**src/verilog/cam_cfg_defines.svh**
```systemverilog
// Purpose: offsets, field positions, reset values and port stride of the config port
// Assumes: 8-bit register address, 16-bit data
// Notes: system space and port/chip space are selected by separate selects
`ifndef CAM_CFG_DEFINES_SVH
`define CAM_CFG_DEFINES_SVH

// port/chip space
`define OFF_CHIP_ROLE 8'h01
`define OFF_PORT_A_ID 8'h40
`define OFF_PORT_B_ID 8'h48
`define OFF_PORT_C_ID 8'h50
`define OFF_PORT_D_ID 8'h58
`define OFF_PORT_CONFIG_A 8'h41
`define OFF_PORT_TARGET_A 8'h42
`define PORT_STRIDE 8'h08
// system space
`define OFF_STATIC_CFG 8'h01
`define OFF_DYNAMIC_CFG 8'h02
`define OFF_CAM_DATA 8'h05
`define OFF_LOOKUP_CYC 8'h0C
`define OFF_CAM_PIN_CTRL 8'h12
`define OFF_SYS_TARGET 8'h14
`define OFF_PURGE_TS 8'h15
`define OFF_CURRENT_TS 8'h16
`define OFF_EVENT_STATUS 8'h17
// reset values
`define RST_CHIP_ROLE 16'h0001
`define RST_STATIC_CFG 16'h0000
`define RST_DYNAMIC_CFG 16'h0000
`define RST_LOOKUP_CYC 16'h0000
`define RST_CAM_PIN_CTRL 16'h000F
`define RST_PORT_CONFIG 16'h0000
`define RST_ZERO 16'h0000
// cam pin control fields
`define PIN_EC_BIT 0
`define PIN_CM_BIT 1
`define PIN_W_BIT 2
`define PIN_E_BIT 3
`define PIN_DIRECT_BIT 4
// other fields
`define DYN_CAM_ENABLE_BIT 0
`define STATIC_REJ_LOW_BIT 0
`define STATIC_SLOW_CAM_BIT 2
`define ROLE_MASTER 16'h0000
`define SYS_TGT_TIMESTAMP_INCREMENT_IN_BIT 0
`define SYS_TGT_FULL_INT_BIT 1
`define PORT_TGT_SA_BIT 0
`define PORT_TGT_DA_BIT 1
`define PORT_TGT_DA_INT_BIT 2
`define CAM_IDLE_PINS 4'hF

`endif

```
**src/verilog/cam_cfg_pkg.sv**
```systemverilog
// Purpose: types shared by the configuration port files
// Assumes: nothing
// Notes: constants live in cam_cfg_defines.svh
package cam_cfg_pkg;
	typedef enum logic [1:0] {
		SPACE_NONE,
		SPACE_SYSTEM,
		SPACE_PORT
	} space_type;
	typedef logic [15:0] word_type;
endpackage

```
**src/verilog/cam_pin_mux.sv**
```systemverilog
// Purpose: choose who drives the cam interface pins
// Assumes: all inputs registered upstream
// Notes: outputs are registered here
`timescale 1ns/1ps
`default_nettype none
`include "cam_cfg_defines.svh"
module cam_pin_mux (
	// clock and reset
	input wire logic clk_in,
	input wire logic rst_in,
	// software side
	input wire logic [4:0] pin_ctrl_in,
	input wire logic [15:0] sw_data_in,
	// internal routine side
	input wire logic [3:0] int_ctrl_in,
	input wire logic [15:0] int_data_in,
	// pins
	output logic [3:0] ctrl_out,
	output logic [15:0] dq_out,
	output logic dq_oe_out
);
	logic [3:0] next_ctrl;
	logic [15:0] next_dq;
	logic next_oe;
	logic direct;

	always_comb begin
		direct = pin_ctrl_in[`PIN_DIRECT_BIT];
		if (direct) begin
			next_ctrl = pin_ctrl_in[3:0];
			next_dq = sw_data_in;
			// drive dq only for writes (w low)
			next_oe = ~pin_ctrl_in[`PIN_W_BIT];
		end else begin
			next_ctrl = int_ctrl_in;
			next_dq = int_data_in;
			next_oe = 1'b0;
		end
	end

	always_ff @(posedge clk_in) begin
		if (rst_in) begin
			ctrl_out <= `CAM_IDLE_PINS;
			dq_out <= `RST_ZERO;
			dq_oe_out <= 1'b0;
		end else begin
			ctrl_out <= next_ctrl;
			dq_out <= next_dq;
			dq_oe_out <= next_oe;
		end
	end
endmodule
`default_nettype wire

```
**src/verilog/cam_event_unit.sv**
```systemverilog
// Purpose: timestamp counters and event interrupt
// Assumes: increment and full inputs synchronous to the clock
// Notes: interrupt output is a registered active-low level
`timescale 1ns/1ps
`default_nettype none
`include "cam_cfg_defines.svh"
module cam_event_unit #(
	parameter int NPORTS = 4
) (
	// clock and reset
	input wire logic clk_in,
	input wire logic rst_in,
	// configuration
	input wire logic timestamp_increment_in_en_in,
	input wire logic full_int_en_in,
	input wire logic [NPORTS-1:0] da_int_en_in,
	// events
	input wire logic timestamp_increment_in_in,
	input wire logic full_n_in,
	input wire logic [NPORTS-1:0] da_done_in,
	// software access
	input wire logic purge_wr_in,
	input wire logic current_wr_in,
	input wire logic status_wr_in,
	input wire logic [15:0] wdata_in,
	// results
	output logic [15:0] purge_out,
	output logic [15:0] current_out,
	output logic [15:0] status_out,
	output logic irq_n_out
);
	logic [15:0] next_purge, next_current, next_status;
	logic next_irq_n, timestamp_increment_in_q, full_q, timestamp_increment_in_rise, full_fall;
	logic [15:0] ev;

	always_comb begin
		timestamp_increment_in_rise = timestamp_increment_in_in & ~timestamp_increment_in_q;
		full_fall = ~full_n_in & full_q;
		next_purge = purge_out;
		next_current = current_out;
		if (purge_wr_in)
			next_purge = wdata_in;
		else if (timestamp_increment_in_en_in && timestamp_increment_in_rise)
			next_purge = purge_out + 16'h0001;
		if (current_wr_in)
			next_current = wdata_in;
		else if (timestamp_increment_in_en_in && timestamp_increment_in_rise)
			next_current = current_out + 16'h0001;
		ev = 16'h0000;
		ev[0] = full_fall & full_int_en_in;
		ev[NPORTS:1] = da_done_in & da_int_en_in;
		// write-one-to-clear, a new event wins
		next_status = status_out;
		if (status_wr_in)
			next_status = status_out & ~wdata_in;
		next_status = next_status | ev;
		next_irq_n = ~(|next_status);
	end

	always_ff @(posedge clk_in) begin
		if (rst_in) begin
			purge_out <= `RST_ZERO;
			current_out <= `RST_ZERO;
			status_out <= `RST_ZERO;
			irq_n_out <= 1'b1;
			timestamp_increment_in_q <= 1'b0;
			full_q <= 1'b1;
		end else begin
			purge_out <= next_purge;
			current_out <= next_current;
			status_out <= next_status;
			irq_n_out <= next_irq_n;
			timestamp_increment_in_q <= timestamp_increment_in_in;
			full_q <= full_n_in;
		end
	end
endmodule
`default_nettype wire

```
**src/verilog/cam_config_register_port.sv**
```systemverilog
// Purpose: host configuration registers and direct cam pin control
// Assumes: host bus signals synchronous to CLK_IN; writes last one cycle
// Notes: reads return data one cycle after a read strobe
`timescale 1ns/1ps
`default_nettype none
`include "cam_cfg_defines.svh"
module cam_config_register_port #(
	parameter int NPORTS = 4
) (
	// clock and reset
	input wire logic CLK_IN,
	input wire logic RST_IN,
	// host register port
	input wire logic PORT_CHIP_SELECT_N_IN,
	input wire logic SYSTEM_SELECT_N_IN,
	input wire logic [7:0] ADDR_IN,
	input wire logic [15:0] WDATA_IN,
	input wire logic WR_N_IN,
	input wire logic RD_N_IN,
	output logic [15:0] RDATA_OUT,
	output logic RDATA_OE_OUT,
	// cam interface
	output logic CAM_RESET_N_OUT,
	output logic CAM_ENABLE_N_OUT,
	output logic CAM_WRITE_N_OUT,
	output logic CAM_COMMAND_MODE_N_OUT,
	output logic CAM_COMPARE_ENABLE_N_OUT,
	output logic [15:0] CAM_DQ_OUT,
	output logic CAM_DQ_OE_OUT,
	input wire logic CAM_FULL_N_IN,
	// internal routine side of the cam pins
	input wire logic [3:0] ROUTINE_CTRL_IN,
	input wire logic [15:0] ROUTINE_DATA_IN,
	input wire logic [3:0] DA_DONE_IN,
	// configuration seen by the filter core
	output logic MASTER_OUT,
	output logic FRAME_REJECT_LOW_OUT,
	output logic SLOW_CAM_OUT,
	output logic [15:0] LOOKUP_CYCLE_OUT,
	output logic [63:0] PORT_ID_OUT,
	output logic [3:0] CRC_CHECK_EN_OUT,
	output logic [3:0] SA_AUTO_EN_OUT,
	output logic [3:0] DA_AUTO_EN_OUT,
	// events
	input wire logic TIMESTAMP_INCREMENT_IN,
	output logic INTERRUPT_OUT_N
);
	// the fixed-width port buses below are laid out for four ports
	if (NPORTS != 4) begin : g_nports_check
		$error("NPORTS must be 4");
	end

	cam_cfg_pkg::space_type space;
	cam_cfg_pkg::word_type chip_role;
	cam_cfg_pkg::word_type next_chip_role;
	cam_cfg_pkg::word_type system_static_config;
	cam_cfg_pkg::word_type next_static;
	cam_cfg_pkg::word_type system_dynamic_config;
	cam_cfg_pkg::word_type next_dynamic;
	cam_cfg_pkg::word_type cam_data_word_zero;
	cam_cfg_pkg::word_type next_cam_data;
	cam_cfg_pkg::word_type lookup_cycle_timing;
	cam_cfg_pkg::word_type next_lookup;
	cam_cfg_pkg::word_type cam_pin_control;
	cam_cfg_pkg::word_type next_pin_ctrl;
	cam_cfg_pkg::word_type system_target;
	cam_cfg_pkg::word_type next_sys_target;
	cam_cfg_pkg::word_type port_id [NPORTS];
	cam_cfg_pkg::word_type next_port_id [NPORTS];
	cam_cfg_pkg::word_type port_config [NPORTS];
	cam_cfg_pkg::word_type next_port_config [NPORTS];
	cam_cfg_pkg::word_type port_target [NPORTS];
	cam_cfg_pkg::word_type next_port_target [NPORTS];
	cam_cfg_pkg::word_type rd_word;
	cam_cfg_pkg::word_type next_rdata;
	logic next_rdata_oe;
	logic wr;
	logic rd;
	logic sys_wr;
	logic port_wr;
	logic purge_wr;
	logic current_wr;
	logic status_wr;
	logic [15:0] purge_ts;
	logic [15:0] current_ts;
	logic [15:0] ev_status;
	logic [3:0] pin_ctrl_pins;
	logic [3:0] da_int_en;
	logic [63:0] next_id_bus;

	// decode which register space a strobe targets
	// both selects low is ambiguous, so such a strobe reaches nothing
	function automatic cam_cfg_pkg::space_type decode_space(
		input logic sys_n,
		input logic port_n
	);
		cam_cfg_pkg::space_type s;
		s = cam_cfg_pkg::SPACE_NONE;
		if (!sys_n && port_n)
			s = cam_cfg_pkg::SPACE_SYSTEM;
		else if (!port_n && sys_n)
			s = cam_cfg_pkg::SPACE_PORT;
		return s;
	endfunction

	// port index hit for a per-port register at a base offset
	function automatic logic port_hit(
		input logic [7:0] addr,
		input logic [7:0] base,
		input int idx
	);
		logic [7:0] a;
		a = base + 8'(idx * 8);
		return addr == a;
	endfunction

	// bus decode and register next values
	always_comb begin
		space = decode_space(SYSTEM_SELECT_N_IN, PORT_CHIP_SELECT_N_IN);
		wr = ~WR_N_IN;
		rd = ~RD_N_IN;
		sys_wr = wr && (space == cam_cfg_pkg::SPACE_SYSTEM);
		port_wr = wr && (space == cam_cfg_pkg::SPACE_PORT);
		next_chip_role = chip_role;
		next_static = system_static_config;
		next_dynamic = system_dynamic_config;
		next_cam_data = cam_data_word_zero;
		next_lookup = lookup_cycle_timing;
		next_pin_ctrl = cam_pin_control;
		next_sys_target = system_target;
		purge_wr = 1'b0;
		current_wr = 1'b0;
		status_wr = 1'b0;
		for (int i = 0; i < NPORTS; i++) begin
			next_port_id[i] = port_id[i];
			next_port_config[i] = port_config[i];
			next_port_target[i] = port_target[i];
		end
		if (port_wr) begin
			if (ADDR_IN == `OFF_CHIP_ROLE) begin
				next_chip_role = WDATA_IN;
			end
			for (int i = 0; i < NPORTS; i++) begin
				if (port_hit(ADDR_IN, `OFF_PORT_A_ID, i))
					next_port_id[i] = WDATA_IN;
				else if (port_hit(ADDR_IN, `OFF_PORT_CONFIG_A, i))
					next_port_config[i] = WDATA_IN;
				else if (port_hit(ADDR_IN, `OFF_PORT_TARGET_A, i))
					next_port_target[i] = WDATA_IN;
			end
		end
		if (sys_wr) begin
			if (ADDR_IN == `OFF_STATIC_CFG) begin
				next_static = WDATA_IN;
			end else if (ADDR_IN == `OFF_DYNAMIC_CFG) begin
				next_dynamic = WDATA_IN;
			end else if (ADDR_IN == `OFF_CAM_DATA) begin
				next_cam_data = WDATA_IN;
			end else if (ADDR_IN == `OFF_LOOKUP_CYC) begin
				next_lookup = WDATA_IN;
			end else if (ADDR_IN == `OFF_CAM_PIN_CTRL) begin
				// only the five pin bits are kept; the rest read as zero
				next_pin_ctrl = {11'h000, WDATA_IN[4:0]};
			end else if (ADDR_IN == `OFF_SYS_TARGET) begin
				next_sys_target = WDATA_IN;
			end else if (ADDR_IN == `OFF_PURGE_TS) begin
				purge_wr = 1'b1;
			end else if (ADDR_IN == `OFF_CURRENT_TS) begin
				current_wr = 1'b1;
			end else if (ADDR_IN == `OFF_EVENT_STATUS) begin
				status_wr = 1'b1;
			end
		end
	end

	// read mux: unmapped or unselected reads return zero
	always_comb begin
		rd_word = `RST_ZERO;
		if (space == cam_cfg_pkg::SPACE_PORT) begin
			if (ADDR_IN == `OFF_CHIP_ROLE)
				rd_word = chip_role;
			for (int i = 0; i < NPORTS; i++) begin
				if (port_hit(ADDR_IN, `OFF_PORT_A_ID, i))
					rd_word = port_id[i];
				else if (port_hit(ADDR_IN, `OFF_PORT_CONFIG_A, i))
					rd_word = port_config[i];
				else if (port_hit(ADDR_IN, `OFF_PORT_TARGET_A, i))
					rd_word = port_target[i];
			end
		end else if (space == cam_cfg_pkg::SPACE_SYSTEM) begin
			if (ADDR_IN == `OFF_STATIC_CFG)
				rd_word = system_static_config;
			else if (ADDR_IN == `OFF_DYNAMIC_CFG)
				rd_word = system_dynamic_config;
			else if (ADDR_IN == `OFF_CAM_DATA)
				rd_word = cam_data_word_zero;
			else if (ADDR_IN == `OFF_LOOKUP_CYC)
				rd_word = lookup_cycle_timing;
			else if (ADDR_IN == `OFF_CAM_PIN_CTRL)
				rd_word = cam_pin_control;
			else if (ADDR_IN == `OFF_SYS_TARGET)
				rd_word = system_target;
			else if (ADDR_IN == `OFF_PURGE_TS)
				rd_word = purge_ts;
			else if (ADDR_IN == `OFF_CURRENT_TS)
				rd_word = current_ts;
			else if (ADDR_IN == `OFF_EVENT_STATUS)
				rd_word = ev_status;
		end
		next_rdata = rd ? rd_word : `RST_ZERO;
		next_rdata_oe = rd && (space != cam_cfg_pkg::SPACE_NONE);
		for (int i = 0; i < NPORTS; i++) begin
			next_id_bus[i*16 +: 16] = next_port_id[i];
			da_int_en[i] = port_target[i][`PORT_TGT_DA_INT_BIT];
		end
	end

	always_ff @(posedge CLK_IN) begin
		if (RST_IN) begin
			chip_role <= `RST_CHIP_ROLE;
			system_static_config <= `RST_STATIC_CFG;
			system_dynamic_config <= `RST_DYNAMIC_CFG;
			cam_data_word_zero <= `RST_ZERO;
			lookup_cycle_timing <= `RST_LOOKUP_CYC;
			cam_pin_control <= `RST_CAM_PIN_CTRL;
			system_target <= `RST_ZERO;
			for (int i = 0; i < NPORTS; i++) begin
				port_id[i] <= `RST_ZERO;
				port_config[i] <= `RST_PORT_CONFIG;
				port_target[i] <= `RST_ZERO;
			end
			RDATA_OUT <= `RST_ZERO;
			RDATA_OE_OUT <= 1'b0;
			CAM_RESET_N_OUT <= 1'b0;
			MASTER_OUT <= 1'b0;
			FRAME_REJECT_LOW_OUT <= 1'b0;
			SLOW_CAM_OUT <= 1'b0;
			LOOKUP_CYCLE_OUT <= `RST_LOOKUP_CYC;
			PORT_ID_OUT <= 64'h0000_0000_0000_0000;
			CRC_CHECK_EN_OUT <= 4'h0;
			SA_AUTO_EN_OUT <= 4'h0;
			DA_AUTO_EN_OUT <= 4'h0;
		end else begin
			chip_role <= next_chip_role;
			system_static_config <= next_static;
			system_dynamic_config <= next_dynamic;
			cam_data_word_zero <= next_cam_data;
			lookup_cycle_timing <= next_lookup;
			cam_pin_control <= next_pin_ctrl;
			system_target <= next_sys_target;
			for (int i = 0; i < NPORTS; i++) begin
				port_id[i] <= next_port_id[i];
				port_config[i] <= next_port_config[i];
				port_target[i] <= next_port_target[i];
				CRC_CHECK_EN_OUT[i] <= next_port_config[i][0];
				SA_AUTO_EN_OUT[i] <= next_port_target[i][`PORT_TGT_SA_BIT];
				DA_AUTO_EN_OUT[i] <= next_port_target[i][`PORT_TGT_DA_BIT];
			end
			RDATA_OUT <= next_rdata;
			RDATA_OE_OUT <= next_rdata_oe;
			// outputs follow next values so they change with their register
			CAM_RESET_N_OUT <= next_dynamic[`DYN_CAM_ENABLE_BIT];
			MASTER_OUT <= (next_chip_role == `ROLE_MASTER);
			FRAME_REJECT_LOW_OUT <= next_static[`STATIC_REJ_LOW_BIT];
			SLOW_CAM_OUT <= next_static[`STATIC_SLOW_CAM_BIT];
			LOOKUP_CYCLE_OUT <= next_lookup;
			PORT_ID_OUT <= next_id_bus;
		end
	end

	// software or internal routines drive the cam pins
	// pins lag a pin control write by two cycles: register, then mux flop
	cam_pin_mux pin_mux (
		.clk_in(CLK_IN),
		.rst_in(RST_IN),
		.pin_ctrl_in(cam_pin_control[4:0]),
		.sw_data_in(cam_data_word_zero),
		.int_ctrl_in(ROUTINE_CTRL_IN),
		.int_data_in(ROUTINE_DATA_IN),
		.ctrl_out(pin_ctrl_pins),
		.dq_out(CAM_DQ_OUT),
		.dq_oe_out(CAM_DQ_OE_OUT)
	);

	// pin_ctrl_pins are registered inside the mux
	assign CAM_ENABLE_N_OUT = pin_ctrl_pins[`PIN_E_BIT];
	assign CAM_WRITE_N_OUT = pin_ctrl_pins[`PIN_W_BIT];
	assign CAM_COMMAND_MODE_N_OUT = pin_ctrl_pins[`PIN_CM_BIT];
	assign CAM_COMPARE_ENABLE_N_OUT = pin_ctrl_pins[`PIN_EC_BIT];

	// timestamp counters and event status
	cam_event_unit #(
		.NPORTS(NPORTS)
	) events (
		.clk_in(CLK_IN),
		.rst_in(RST_IN),
		.timestamp_increment_in_en_in(system_target[`SYS_TGT_TIMESTAMP_INCREMENT_IN_BIT]),
		.full_int_en_in(system_target[`SYS_TGT_FULL_INT_BIT]),
		.da_int_en_in(da_int_en),
		.timestamp_increment_in_in(TIMESTAMP_INCREMENT_IN),
		.full_n_in(CAM_FULL_N_IN),
		.da_done_in(DA_DONE_IN),
		.purge_wr_in(purge_wr),
		.current_wr_in(current_wr),
		.status_wr_in(status_wr),
		.wdata_in(WDATA_IN),
		.purge_out(purge_ts),
		.current_out(current_ts),
		.status_out(ev_status),
		.irq_n_out(INTERRUPT_OUT_N)
	);
endmodule
`default_nettype wire

```
**config.mk**
```make
export PLATFORM = sky130hd
export DESIGN_NAME = cam_config_register_port
export DESIGN_NICKNAME = d
export VERILOG_FILES = /design/src/verilog/cam_cfg_pkg.sv /design/src/verilog/cam_pin_mux.sv /design/src/verilog/cam_event_unit.sv /design/src/verilog/cam_config_register_port.sv
export VERILOG_INCLUDE_DIRS = /design/src /design/src/verilog
export SDC_FILE = /design/constraint.sdc
export NUM_CORES = 1
export LEC_CHECK = 0
export BUFFER_PORTS_ARGS = -buffer_cell sky130_fd_sc_hd__buf_2
export CORE_AREA = 3 3 186 188
export CTS_CLUSTER_SIZE = 20
export DETAILED_ROUTE_END_ITERATION = 10
export DIE_AREA = 0 0 189 191
export PLACE_DENSITY = 0.75
export SETUP_SLACK_MARGIN = 0.05
export SYNTH_ARGS = -nofsm -noshare
export SYNTH_HDL_FRONTEND = slang
export SYNTH_SLANG_ARGS = --single-unit
```
**constraint.sdc**
```tcl
create_clock -name CLK_IN -period 2 [get_ports CLK_IN]
set_clock_uncertainty 0.2 [all_clocks]
set_input_delay 0.2 -clock CLK_IN [delete_from_list [all_inputs] [get_ports CLK_IN]]
set_output_delay 0.2 -clock CLK_IN [all_outputs]
set_load 0.01 [all_outputs]
```
==> results.txt <==
----------------------------------------------------
[Detailed routing]
  Detail Route Antenna Nets ... 0
  First-pass iteration count of the detailed router ... 6
  WL per Instance ... about 23 µm
  Final wirelength ... slightly above 70000 µm
  Via density per instance ... a little over 6
  Number of DRC violations after detailed-routing iteration 0 ... ~2300
  Total vias in the final route ... around 18000
  Drt drc ... 0

[CTS]
  Worst-skew pair later-pin latency ... between 500 and 600 ps
  Worst-path clk slew ... 60 ps
  Clock Sinks ... between 300 and 400
  CTS buffer count ... a little over 40
  TritonCTS clock tree ... built
  H-tree levels ... 2
  Clock buffer depth ... 3
  CTS root buf ... sky130_fd_sc_hd__clkbuf_16

[Cells and area]
  Biggest regs ... PORT_ID_OUT x63, port_config x61, port_target x58
  Final design instance area without fill ... about 23000 µm²
  Layout Nets ... approximately 2600
  Area growth syn-to-layout ... 30.7%
  Number of flip-flops in the largest register ... 63
  Ratio of cells with drive above 1 in the final layout ... a little over a quarter
  Biggest register ... PORT_ID_OUT

[GRT]
  Via count of the first global-routing pass ... 17700
  Maximum number of pins on one net before global-route repair ... 186
  Wire length of the first global-routing pass ... 106000 µm
  Grt ovf ... 0
  Tot GR Track Use ... 38.0%
  Number of antenna violations at the first check in global routing ... 4

[STA]
  Fraction of the cycle the final worst path needs ... 100%
  Setup Viol. Count Final ... 1
  Unrepaired setup endpoints after global routing ... true
  Final Max Slew Viols ... 0
  Slew headroom ... between 30% and 40%
  Min Tclk post-route ... roughly 2000 ps
  Achievable frequency ... between 400 and 500 MHz
  Transition at the pin with the smallest max-transition slack ... ~950 ps
  Final Hold Vio Count ... 0
  Setup ws final ... -0.979 ps
  Minimum hold slack ... ~15 ps

[Min path]
  Class of the worst hold path ... input pin to flip-flop

[Power and ir drop]
  Peak VDD IR ... between 0.6 and 0.7 mV
  Power per cell area ... a little over 700 nW/µm²
  Total chip power ... around 17 mW
  Static Leakage ... 8.61 nW

[Placed design]
  Post-Place Cell Area ... around 21000 µm²
  Routability congestion estimate ... between 1 and 1.5
  Count of input and output buffers ... 190
  Placed wire-length estimate ... 49500 µm

[Synthesis]
  Count of synthesis-stage warnings from yosys ... 0
  Cell with the most instances after synthesis ... sky130_fd_sc_hd__nand2_1
  Number of distinct library cells after synthesis ... 81
  Average size of a mapped cell ... between 8 and 9 µm²
  Fraction of the mapped netlist area in compound gates ... between 20 and 25%
  EDFF count, synth ... 0
  Most used flip-flop cell after synthesis ... sky130_fd_sc_hd__dfxtp_1
  Share of synthesized area occupied by flip-flops and latches ... between 40% and 50%
  Area share of and/or/nand/nor cells after synthesis ... 22.3%
  Share of async-settable or async-resettable flops after synthesis ... 0%
  Portion of netlist area occupied by mux cells ... around 5.6%
  Post-Syn Instances ... ~2200
  Top cells by count, synth ... sky130_fd_sc_hd__nand2_1 (580), sky130_fd_sc_hd__dfxtp_1 (383), sky130_fd_sc_hd__a21oi_1 (302), sky130_fd_sc_hd__nor2_1 (126), sky130_fd_sc_hd__clkbuf_1 (107)
  Netlist area before placement ... 17500 µm²
  Area share of the largest cell type after synthesis ... ~44%
  Main combinational cell family by area after synthesis ... simple AND/OR/NAND/NOR gates
  Fraction of synthesized cell area in xor and xnor cells ... 1.51%
  Top cells by area in the synthesized netlist ... sky130_fd_sc_hd__dfxtp_1 (44%), sky130_fd_sc_hd__nand2_1 (12%), sky130_fd_sc_hd__a21oi_1 (8.7%)
  Register bit total from synthesis ... ~380
  Post-synthesis cell type with the largest combined area ... sky130_fd_sc_hd__dfxtp_1
  Post-synth net total ... 2217
  Adder-Cell Fraction of Synth Area ... less than 1%

[Floorplan]
  Core Area ... about 33000 µm²
  Floorplan row count ... between 60 and 70
  Initial cell density of the core ... between 50% and 60%
  Die Y ... approximately 190 µm
  Area enclosed by the die boundary ... around 36000 µm²
  Boundary pin count ... roughly 190
  Die outline width ... ~190 µm

[Run status]
  Violations in the final reports ... negative setup slack
  Run status ... finished, violations left

[Worst setup path]
  Launching element type of the critical path ... flip-flop
  Critical-path maximum fanout ... 2
  WP data arrival ... roughly 2200 ps
  Sort of element at the end of the critical path ... flip-flop
  Critical path data required time ... approximately 2200 ps
  Class of the most critical setup path ... flip-flop to flip-flop

[Job]
  Reported max-cap violation count ... 0

----------------------------------------------------
## report_power, final
part	switching, mW	internal (mW)	total [mW]
Clock	3.19	4.54	7.73
Combinational	0.786	0.429	1.21
Sequential	0.00928	7.65	7.66
## cell type report
class | instances | area [µm²]
Antenna cell | 4 | 10.0
Clock buffer | 61 | 1230
Clock inverter | 13 | 133
Fill cell | 2639 | 10500
Inverter | 16 | 60.1
Multi-Input combinational cell | 1566 | 9120
Sequential cell | 383 | 7690
Tap cell | 448 | 561
Timing Repair Buffer | 530 | 4000
## placed cells by master, fill, tap and decap left out, drive strengths merged, types with 36 or more instances in the layout
cell type      n
mux2i         57
clkbuf        61
dlygate4sd3   42
nor2         144
a211oi        36
dfxtp        383
nand2        581
a21oi        302
o21ai         58
buf          487
## metal layers
| layer | up-vias | track usage (%) | wire (µm) |
|---|---|---|---|
| met3 | 302 | 5.52 | 6700 |
| met1 | 8729 | 47.9 | 27100 |
| met5 | - | 0 | 13 |
| met2 | 1099 | 61.2 | 32000 |
| li1 | 8243 | - | - |
| met4 | 2 | 24.0 | 5120 |
## cells by family (layout without fill, tap and decap cells)
group / count (synthesis) / in the layout
mux: 81 / 81
compound gates: 572 / 572
xor+xnor: 30 / 30
buf+inv: 208 / 620
fa+ha+maj: 4 / 4
flops: 383 / 383
simple gates: 879 / 879
other cells: 0 / 4
## stage by stage
step / setup TNS (ps) / worst slack [ps] / instances / util (%)
2_1_floorplan: -490 / -17.3 / 2157 / -
3_3_place_gp: -75450 / -792 / 2897 / 62.1
3_5_place_dp: -82170 / -792 / 2897 / 62.1
4_1_cts: 0 / 33.7 / 3015 / 67.9
5_1_grt: -72.9 / -50.0 / 3020 / 68.5
6_report: -0.979 / -0.979 / 3021 / 68.5
## worst max-delay path: stages, from the launching register on
cell and delay (ps):
sky130_fd_sc_hd__dfxtp_1 350, sky130_fd_sc_hd__mux2_2 270, sky130_fd_sc_hd__a22oi_1 180, sky130_fd_sc_hd__buf_4 150, sky130_fd_sc_hd__o211ai_1 90, sky130_fd_sc_hd__a211oi_1 450, sky130_fd_sc_hd__o22ai_1 170
## final timing paths
| path | from | to | slack [ps] | cells after the start |
|---|---|---|---|---|
| worst max-delay path | PORT_ID_OUT[8]$_SDFFE_PP0P_ | RDATA_OUT[8]$_SDFF_PP0_ | -1 | 6 |
| worst min-delay path | WDATA_IN[14] | events.status_out[14]$_SDFF_PP0_ | 20 | 5 |
| worst max register to register | PORT_ID_OUT[8]$_SDFFE_PP0P_ | RDATA_OUT[8]$_SDFF_PP0_ | -1 | 6 |
| worst min register to register | port_config[2][11]$_SDFFE_PP0P_ | port_config[2][11]$_SDFFE_PP0P_ | 250 | 2 |
## what timing repair did
action	4_1_cts	5_1_grt
buffers inserted	1	2
resized for setup	31	48
hold buffers	43	0
endpoints found under the hold margin	147	0
endpoints found under the setup margin	25	37
pin swaps	9	21
(Power assumes the default switching activity.)
